File: src/design/sysint_pkg.sv
// constants, register map and types shared by the system integration block
package sysint_pkg;

	// wishbone address width: byte address of register index is 4 * index
	localparam int ADR_W = 18;

	// register indexes (byte address = index shifted left by two)
	localparam logic [15:0] IDX_BREAK_STATUS    = 16'hFE00; // break status
	localparam logic [15:0] IDX_BREAK_FLAG_CTRL = 16'hFE03; // break flag ctl
	localparam logic [15:0] IDX_IRQ_MID         = 16'hFE05; // sources 14..7
	localparam logic [15:0] IDX_IRQ_HIGH        = 16'hFE06; // sources 17..15
	localparam logic [15:0] IDX_CONFIG_ONE      = 16'hFE09; // config bits
	localparam logic [15:0] IDX_LP_STATUS       = 16'hFE0A; // low-power state

	// field positions
	localparam int BSW_BIT   = 1; // break stop/wait flag in break status
	localparam int BREAK_CLEAR_ENABLE_BIT  = 7; // break clear enable in flag control
	localparam int SHORT_STOP_RECOVERY_BIT = 0; // short stop recovery in config
	localparam int WDD_BIT   = 1; // watchdog disable in config
	localparam int LPS_WAIT  = 0; // low-power status: in wait
	localparam int LPS_STOP  = 1; // low-power status: in stop
	localparam int LPS_REC   = 2; // low-power status: recovering
	localparam int LPS_BRK   = 3; // low-power status: break mode

	// reset values
	localparam logic [7:0] CONFIG_RESET = 8'h00; // config register reset
	localparam logic [7:0] BYTE_ZERO    = 8'h00; // zero byte

	// interrupt sources: lines 7..17, vector bit 0 is source 7
	localparam int IRQ_FIRST = 7;  // lowest source number handled
	localparam int IRQ_MID_N = 8;  // sources 14..7 in the mid register
	localparam int IRQ_HI_N  = 3;  // sources 17..15 in the high register
	localparam int NUM_IRQ   = 11; // total sources handled
	localparam int NUM_RST   = 6;  // number of reset request sources

	// stop recovery counts in internal oscillator cycles
	localparam int          CNT_W      = 13;       // recovery counter width
	localparam logic [12:0] STOP_LONG  = 13'h1000; // 4096 cycles
	localparam logic [12:0] STOP_SHORT = 13'h0020; // 32 cycles

	// low-power sequencer states
	typedef enum logic [1:0] {
		ST_RUN,
		ST_WAIT,
		ST_STOP,
		ST_RECOVER
	} lp_state_type;

endpackage

File: src/design/recovery_timer.sv
// stop recovery timer: oscillator divider plus held-in-reset counter
module recovery_timer #(
	parameter int OSC_DIV = 1 // bus clocks per internal oscillator cycle
) (
	input  wire logic clk_i,   // bus clock
	input  wire logic rst_i,   // synchronous reset, active high
	input  wire logic hold_i,  // keep counter cleared
	input  wire logic short_i, // select short recovery
	output logic      done_o   // recovery period elapsed (level)
);
	import sysint_pkg::*;

	logic [15:0]      div_q;    // oscillator divider
	logic             osc_en;   // one pulse per oscillator cycle
	logic [CNT_W-1:0] cnt_q;    // recovery counter
	logic [CNT_W-1:0] target;   // selected recovery length

	assign osc_en = (div_q == 16'(OSC_DIV - 1));
	assign target = short_i ? STOP_SHORT : STOP_LONG;
	assign done_o = (cnt_q == target);

	// divider free-runs so oscillator cycles are steady
	always_ff @(posedge clk_i) begin
		if (rst_i || osc_en) begin
			div_q <= '0;
		end else begin
			div_q <= div_q + 16'h0001;
		end
	end

	// counter held cleared until recovery begins, then counts to target
	always_ff @(posedge clk_i) begin
		if (rst_i || hold_i) begin
			cnt_q <= '0;
		end else if (osc_en && !done_o) begin
			cnt_q <= cnt_q + 13'h0001;
		end
	end

endmodule

File: src/design/sysint_break_lowpower_ctrl.sv
// system integration: irq status, resets, break handling, wait and stop
// all request inputs come from logic on the bus clock, so none of
// them passes a synchroniser; interrupt enables live upstream
//
// Register access over Wishbone is this design's own decision.
module sysint_break_lowpower_ctrl
	import sysint_pkg::*;
#(
	parameter int OSC_DIV = 1 // bus clocks per internal oscillator cycle
) (
	input  wire logic                        clk_i,            // bus clock
	input  wire logic                        rst_i,            // sync reset
	input  wire logic [sysint_pkg::ADR_W-1:0] adr_i,           // byte addr
	input  wire logic [31:0]                 dat_i,            // write data
	output logic [31:0]                      dat_o,            // read data
	input  wire logic                        we_i,             // write
	input  wire logic [3:0]                  sel_i,            // byte lanes
	input  wire logic                        cyc_i,            // bus cycle
	input  wire logic                        stb_i,            // strobe
	output logic                             ack_o,            // ack
	input  wire logic [sysint_pkg::NUM_IRQ-1:0] irq_req_i,     // src 7..17
	input  wire logic [sysint_pkg::NUM_RST-1:0] reset_req_i,   // resets
	input  wire logic                        break_irq_i,      // break req
	input  wire logic                        break_done_i,     // break exit
	input  wire logic                        wait_exec_i,      // wait instr
	input  wire logic                        stop_exec_i,      // stop instr
	output logic                             cpu_clk_en_o,     // cpu clocks
	output logic                             periph_clk_en_o,  // periph clk
	output logic                             sys_reset_o,      // reset out
	output logic                             force_swi_o,      // swi fetch
	output logic                             imask_clear_o,    // clear I
	output logic                             stack_start_o,    // stack irq
	output logic                             flag_protect_o,   // keep flags
	output logic                             break_mode_o,     // in break
	output logic                             watchdog_enable_o // wdog run
);

	// state
	lp_state_type state_q;          // low-power sequencer state
	lp_state_type state_d;          // next state
	logic         wake_break_q;     // stop exit was caused by break
	logic         wake_break_d;     // next value
	logic         stopwait_flag_q;  // break stop/wait status flag
	logic         break_clear_enable_q;           // break clear enable
	logic [7:0]   config_q;         // configuration bits
	logic         break_mode_q;     // break state
	logic         break_mode_d;     // next break state
	logic         break_clear_enable_d;           // next break clear enable

	// bus decode
	logic         bus_req;          // new access this cycle
	logic         bus_wr;           // write strobe on lane 0
	logic         hit_bsr;          // break status selected
	logic         hit_bfc;          // break flag control selected
	logic         hit_mid;          // mid irq status selected
	logic         hit_high;         // high irq status selected
	logic         hit_cfg;          // config selected
	logic         hit_lps;          // low-power status selected
	logic         stopwait_clr;     // software clear of the flag
	logic [7:0]   rd_byte;          // selected read byte

	// status and events
	logic [7:0]   pending_flags_mid;  // sources 14..7
	logic [7:0]   pending_flags_high; // sources 17..15 in low bits
	logic [7:0]   lp_status;          // low-power status byte
	logic         any_reset;          // some reset source requests
	logic         any_irq;            // some interrupt requests
	logic         rec_done;           // stop recovery elapsed
	logic         rec_hold;           // recovery counter held cleared
	logic         lowpower_exit_event; // reset, interrupt or break
	logic         set_stopwait;       // break ended wait or stop
	logic         swi_d;              // force software vector next
	logic         stack_d;            // start stacking next
	logic         mask_clr_d;         // clear interrupt mask next
	logic         cpu_en_d;           // next cpu clock enable
	logic         per_en_d;           // next peripheral clock enable

	// address decode: register index sits above the two byte bits
	assign bus_req  = cyc_i && stb_i && !ack_o;
	assign bus_wr   = bus_req && we_i && sel_i[0];
	assign hit_bsr  = (adr_i[ADR_W-1:2] == IDX_BREAK_STATUS);
	assign hit_bfc  = (adr_i[ADR_W-1:2] == IDX_BREAK_FLAG_CTRL);
	assign hit_mid  = (adr_i[ADR_W-1:2] == IDX_IRQ_MID);
	assign hit_high = (adr_i[ADR_W-1:2] == IDX_IRQ_HIGH);
	assign hit_cfg  = (adr_i[ADR_W-1:2] == IDX_CONFIG_ONE);
	assign hit_lps  = (adr_i[ADR_W-1:2] == IDX_LP_STATUS);
	// a zero written to the stop/wait bit is the software clear
	assign stopwait_clr = bus_wr && hit_bsr && !dat_i[BSW_BIT];
	// clear enable next value, so the flag guard follows a write at once
	assign break_clear_enable_d = (bus_wr && hit_bfc) ?
		dat_i[BREAK_CLEAR_ENABLE_BIT] : break_clear_enable_q;

	// pending flags track the request lines with no local latching
	// a source that drops its request clears its flag at once
	genvar gi;
	generate
		for (gi = 0; gi < 8; gi++) begin : g_flags
			if (gi < IRQ_MID_N) begin : g_mid
				assign pending_flags_mid[gi] = irq_req_i[gi];
			end
			if (gi < IRQ_HI_N) begin : g_hi
				assign pending_flags_high[gi] = irq_req_i[IRQ_MID_N + gi];
			end else begin : g_hi_zero
				assign pending_flags_high[gi] = 1'b0;
			end
		end
	endgenerate

	// low-power status byte
	// lets software see which low-power phase the sequencer is in
	assign lp_status = {4'h0, break_mode_q, (state_q == ST_RECOVER),
		(state_q == ST_STOP), (state_q == ST_WAIT)};

	// read multiplexer; unmapped indexes read zero
	// reads have no side effect, so break protection needs no gate here
	assign rd_byte =
		hit_bsr  ? (8'(stopwait_flag_q) << BSW_BIT) :
		hit_bfc  ? (8'(break_clear_enable_q) << BREAK_CLEAR_ENABLE_BIT) :
		hit_mid  ? pending_flags_mid :
		hit_high ? pending_flags_high :
		hit_cfg  ? config_q :
		hit_lps  ? lp_status :
		BYTE_ZERO;

	// event terms
	// any raised line wakes the core; enables are applied upstream
	assign any_reset = |reset_req_i;
	assign any_irq   = |irq_req_i;
	assign lowpower_exit_event = any_reset || any_irq || break_irq_i;
	assign rec_hold  = (state_q != ST_RECOVER);

	// break that ends wait, or arrives while stopped
	assign set_stopwait = break_irq_i &&
		((state_q == ST_WAIT) || (state_q == ST_STOP));

	// stop recovery timer
	// the short bit is read live: changing it mid-recovery moves the end
	recovery_timer #(
		.OSC_DIV (OSC_DIV)
	) u_recovery (
		.clk_i   (clk_i),
		.rst_i   (rst_i),
		.hold_i  (rec_hold),
		.short_i (config_q[SHORT_STOP_RECOVERY_BIT]),
		.done_o  (rec_done)
	);

	// sequencer next state and event outputs
	// in run a break beats stop and wait executed in the same cycle, so
	// the core takes the vector fetch and the stop or wait is dropped
	always_comb begin
		state_d      = state_q;
		wake_break_d = wake_break_q;
		swi_d        = 1'b0;
		stack_d      = 1'b0;
		mask_clr_d   = 1'b0;
		if (any_reset) begin
			// resets are never arbitrated and beat every interrupt
			state_d      = ST_RUN;
			wake_break_d = 1'b0;
		end else begin
			case (state_q)
				ST_RUN: begin
					if (break_irq_i) begin
						swi_d = 1'b1;
					end else if (stop_exec_i) begin
						state_d    = ST_STOP;
						mask_clr_d = 1'b1;
					end else if (wait_exec_i) begin
						state_d    = ST_WAIT;
						mask_clr_d = 1'b1;
					end
				end
				ST_WAIT: begin
					// a break beats an irq arriving in the same cycle
					if (break_irq_i) begin
						state_d = ST_RUN;
						swi_d   = 1'b1;
					end else if (any_irq) begin
						state_d = ST_RUN;
						stack_d = 1'b1;
					end
				end
				ST_STOP: begin
					// reset was taken above, so irq or break remain
					if (lowpower_exit_event) begin
						state_d      = ST_RECOVER;
						wake_break_d = break_irq_i;
					end
				end
				ST_RECOVER: begin
					// a break mid-recovery turns the exit into a fetch
					if (break_irq_i) begin
						wake_break_d = 1'b1;
					end
					if (rec_done) begin
						state_d = ST_RUN;
						swi_d   = wake_break_q || break_irq_i;
						stack_d = !(wake_break_q || break_irq_i);
					end
				end
				default: begin
					state_d = ST_RUN;
				end
			endcase
		end
	end

	// clock gating follows the next state
	// so the enables change with the state register, not a cycle late
	assign cpu_en_d = (state_d == ST_RUN);
	assign per_en_d = (state_d == ST_RUN) ||
		(state_d == ST_WAIT);

	// sequencer registers and registered outputs
	// every output here is a flop, so the core never sees a glitch
	always_ff @(posedge clk_i) begin
		if (rst_i) begin
			state_q         <= ST_RUN;
			wake_break_q    <= 1'b0;
			cpu_clk_en_o    <= 1'b1;
			periph_clk_en_o <= 1'b1;
			sys_reset_o     <= 1'b0;
			force_swi_o     <= 1'b0;
			imask_clear_o   <= 1'b0;
			stack_start_o   <= 1'b0;
		end else begin
			state_q         <= state_d;
			wake_break_q    <= wake_break_d;
			cpu_clk_en_o    <= cpu_en_d;
			periph_clk_en_o <= per_en_d;
			sys_reset_o     <= any_reset;
			force_swi_o     <= swi_d;
			imask_clear_o   <= mask_clr_d;
			stack_start_o   <= stack_d;
		end
	end

	// break state next value: resets leave break, a new break request
	// enters it, and the break module's done pulse leaves it
	assign break_mode_d = any_reset ? 1'b0 :
		break_irq_i  ? 1'b1 :
		break_done_i ? 1'b0 :
		break_mode_q;

	// break state register
	always_ff @(posedge clk_i) begin
		if (rst_i) begin
			break_mode_q <= 1'b0;
		end else begin
			break_mode_q <= break_mode_d;
		end
	end

	// flag protection seen by the peripheral modules; a pending
	// two-step clear sequence is also blocked while this is high;
	// both load from next values, so they change at the same edge as
	// a vector fetch from run or wait and as a clear enable write
	always_ff @(posedge clk_i) begin
		if (rst_i) begin
			flag_protect_o <= 1'b0;
			break_mode_o   <= 1'b0;
		end else begin
			flag_protect_o <= break_mode_d && !break_clear_enable_d;
			break_mode_o   <= break_mode_d;
		end
	end

	// watchdog stays enabled through wait unless disabled in config
	// in stop and recovery its clock is gated, so it is shown stopped
	always_ff @(posedge clk_i) begin
		if (rst_i) begin
			watchdog_enable_o <= 1'b0;
		end else begin
			watchdog_enable_o <= !config_q[WDD_BIT] &&
				(state_d != ST_STOP) && (state_d != ST_RECOVER);
		end
	end

	// break stop/wait flag: a new break beats a software clear
	// a reset request clears it like rst_i and wins over a set
	always_ff @(posedge clk_i) begin
		if (rst_i || any_reset) begin
			stopwait_flag_q <= 1'b0;
		end else if (set_stopwait) begin
			stopwait_flag_q <= 1'b1;
		end else if (stopwait_clr) begin
			stopwait_flag_q <= 1'b0;
		end
	end

	// writable control registers
	always_ff @(posedge clk_i) begin
		if (rst_i) begin
			break_clear_enable_q   <= 1'b0;
			config_q <= CONFIG_RESET;
		end else begin
			break_clear_enable_q <= break_clear_enable_d;
			if (bus_wr && hit_cfg) begin
				config_q <= dat_i[7:0];
			end
		end
	end

	// wishbone answer: ack one cycle after the request, data with it
	// bus_req masks the ack cycle, so a held strobe never counts twice
	always_ff @(posedge clk_i) begin
		if (rst_i) begin
			ack_o <= 1'b0;
			dat_o <= '0;
		end else begin
			ack_o <= bus_req;
			if (bus_req) begin
				dat_o <= {24'h00_0000, rd_byte};
			end
		end
	end

endmodule

File: config.mk
export PLATFORM = sky130hd
export DESIGN_NAME = sysint_break_lowpower_ctrl
export DESIGN_NICKNAME = d
export VERILOG_FILES = /design/src/design/sysint_pkg.sv /design/src/design/recovery_timer.sv /design/src/design/sysint_break_lowpower_ctrl.sv
export SDC_FILE = /design/constraint.sdc
export NUM_CORES = 1
export LEC_CHECK = 0
export ABC_AREA = 1
export BUFFER_PORTS_ARGS = -buffer_cell sky130_fd_sc_hd__buf_2
export CORE_MARGIN = 10
export CORE_UTILIZATION = 35
export CTS_CLUSTER_SIZE = 20
export DETAILED_ROUTE_END_ITERATION = 12
export SLEW_MARGIN = 20
export SYNTH_ARGS = -nofsm -noshare
export SYNTH_HDL_FRONTEND = slang
export SYNTH_SLANG_ARGS = --single-unit
File: constraint.sdc
create_clock -name clk_i -period 3.96 [get_ports clk_i]
set_input_delay 0.396 -clock clk_i [delete_from_list [all_inputs] [get_ports clk_i]]
set_output_delay 0.396 -clock clk_i [all_outputs]
set_load 0.01 [all_outputs]
==> metrics <==
Synth area leaders=dfxtp_1, nand2_1, inv_1, nor2_1, a21oi_1; top cell family by delay on the critical path=simple AND/OR/NAND/NOR gates; Reg clk slew, reported paths=about 0.07 ns; All-Layer GR Usage=12.9%; cell count after synthesis=557; sequential fraction of the synthesis area=32.3%; Post-DP HPWL=8020 um; DR vias=3628; most instantiated cells after synthesis=nand2_1, inv_1, nor2_1; Cell Area, Placed=0.00409 mm2; H-tree levels=3; largest net degree at the start of global routing=17; clk_lat worst skew=0.35 ns; Yosys reg bits=60; initial antenna violation count=0; clock buffer depth=2; Initial DRC Count=243; gr ovfl total=0; Tmin final=around 1.7 ns; Crit path largest cell delay=approximately 0.37 ns; max_cap viols=0; Fin Setup TNS=0 ns; count leader, synth=nand2_1; Design Power=1240 uW; Power Dens Cells=291 mW/mm2; cell type with the highest aggregate area in the netlist=dfxtp_1; # setup viols final=0; Synth Warn #=0; Worst path most repeated cell=inv_1; CP required=between 4 and 5 ns; first-pass GRT wire length=15900 um; critical path fanouts, max=12; HP Class=input port to register; Via-to-Cell Ratio=between 4 and 5; Final Cell Area=0.00428 mm2; worst-path cell chain=inv_1 -> ha_1 -> nand4_1 -> nor3_2 -> nor2_2 -> inv_1 -> a21oi_1 -> o21a_1; CP Capture Type=register; Post-DRT Antenna Nets=0; Avg Cell Area, Syn=6.68 um2; CTS Buf Count=9; Root Buffer=clkbuf_8; hold_buf cts=0; fillcell total=1111; Peak VDD IR=0.186 mV; prevailing post-synth register cell=dfxtp_1; Setup Buffers After CTS=0; area grow syn2layout=15.0%; Placeable Area=~0.010 mm2; Critical path buffers and inverters=2; Starting Density=36.0%; post_cts resized=0; Min Hold Slack=between 0.3 and 0.4 ns; CP Class=register to register; outcome=completed; clock skew=roughly 0.013 ns; Startpoint Class=register; diode count=0; GP Congestion=approximately 0.92; Pleak=0.00189 uW; Worst Slack Setup Final=2.25 ns; Post-synth EDFFs=0; fin nets=just over 700; Pre-Repair DR Iteration Count=5; Arr. time, crit path=between 1.5 and 2 ns; DR DRC count=0; Die W=~120 um; Mapped Area=0.00372 mm2; worst slack, placed=between 2 and 2.5 ns; Unique masters post-synth=37; vias in the first global route=about 3400; share of cells above drive strength 1=18.5%; Top-Level Pins=approximately 120; clock sink count=60; RSZ-0062 raised after global routing=no; final WL=10000 um; Peak Freq=586 MHz; Post-synth ARST share=0%; IO buf count=68; final cycle utilization of the critical path=43.1%; Fin. Hold Viols=0; drt wl/cell=13.0 um; Yosys top cell area share=32.3%; Crit-path slowest cell=inv_1; die area=0.0152 mm2; TritonCTS clock tree=yes; Max Slew Vio Count=0; die height=123 um; # rows=37
[layer usage]
layer	up-vias	share of wire [%]	global-route usage, %
met2	99	46	20.7
met1	1639	44	16.2
met3	12	8.0	4.10
li1	1878	-	-
met4	0	1.5	4.22
met5	-	0	0
[where the power goes]
part	internal (uW)	switching (uW)
Clock	287	271
Combinational	27.9	50.6
Sequential	605	1.10
Total	920	323
[cell usage in the layout, fill, tap and decap left out, types with 15 or more instances in the layout]
cell type	instances
dfxtp_1	60
nand2_1	117
o21ai_0	15
inv_1	76
nor3_1	18
nand4_1	20
conb_1	24
buf_2	68
nor2_1	70
nand3_1	40
a21oi_1	41
[logic make-up after synthesis]
group,Yosys count,synth area share [%]
and+or+nand+nor,293,37.8
buffers and inverters,116,14.7
AOI/OAI and AO/OA,67,9.49
DFF,60,32.3
xor gates and xnor gates,11,2.59
adders and majority gates,9,3.03
other,1,0.101
[path summary, 6_finish.rpt]
kind	end	slack, ns	depth (start not counted)	start
hold reg to reg	config_q[7]	0.45	2	config_q[7]
setup reg to reg	u_recovery.div_q[7]	2.25	8	u_recovery.div_q[0]
hold / removal	config_q[6]	0.34	3	dat_i[6]
setup / recovery	u_recovery.div_q[7]	2.25	8	u_recovery.div_q[0]
[tightest hold or removal path, delay by kind of cell]
kind / cells / cell delay, ns
compound gates: 2 / 0.16
buf+inv: 1 / 0.09
[stage by stage]
| step | instances | util [%] |
|---|---|---|
| after CTS | 768 | 41.4 |
| final | 768 | 41.4 |
| after global placement | 752 | 39.6 |
| after floorplan | 580 | - |
| after detailed placement | 752 | 39.6 |
| after global routing | 768 | 41.4 |
[sequential cells by signal (all words and copies together), names as in the netlist]
name / flops
ack_o: 1
break_clear_enable_q: 1
break_mode_o: 1
config_q: 8
cpu_clk_en_o: 1
dat_o: 8
flag_protect_o: 1
force_swi_o: 1
imask_clear_o: 1
periph_clk_en_o: 1
stack_start_o: 1
state_q: 2
stopwait_flag_q: 1
sys_reset_o: 1
u_recovery.cnt_q: 13
u_recovery.div_q: 16
wake_break_q: 1
watchdog_enable_o: 1
[final cells by class]
type / instances / area, um2 / area share (%)
Clock buffer: 9 / 124 / 2.90
Clock inverter: 7 / 67.6 / 1.58
Inverter: 84 / 315 / 7.37
Sequential cell: 60 / 1200 / 28.1
Multi-Input combinational cell: 404 / 2060 / 48.1
Timing Repair Buffer: 68 / 340 / 7.96
Tap cell: 136 / 170 / 3.98
No activity file was read; power rests on OpenSTA's default activity.
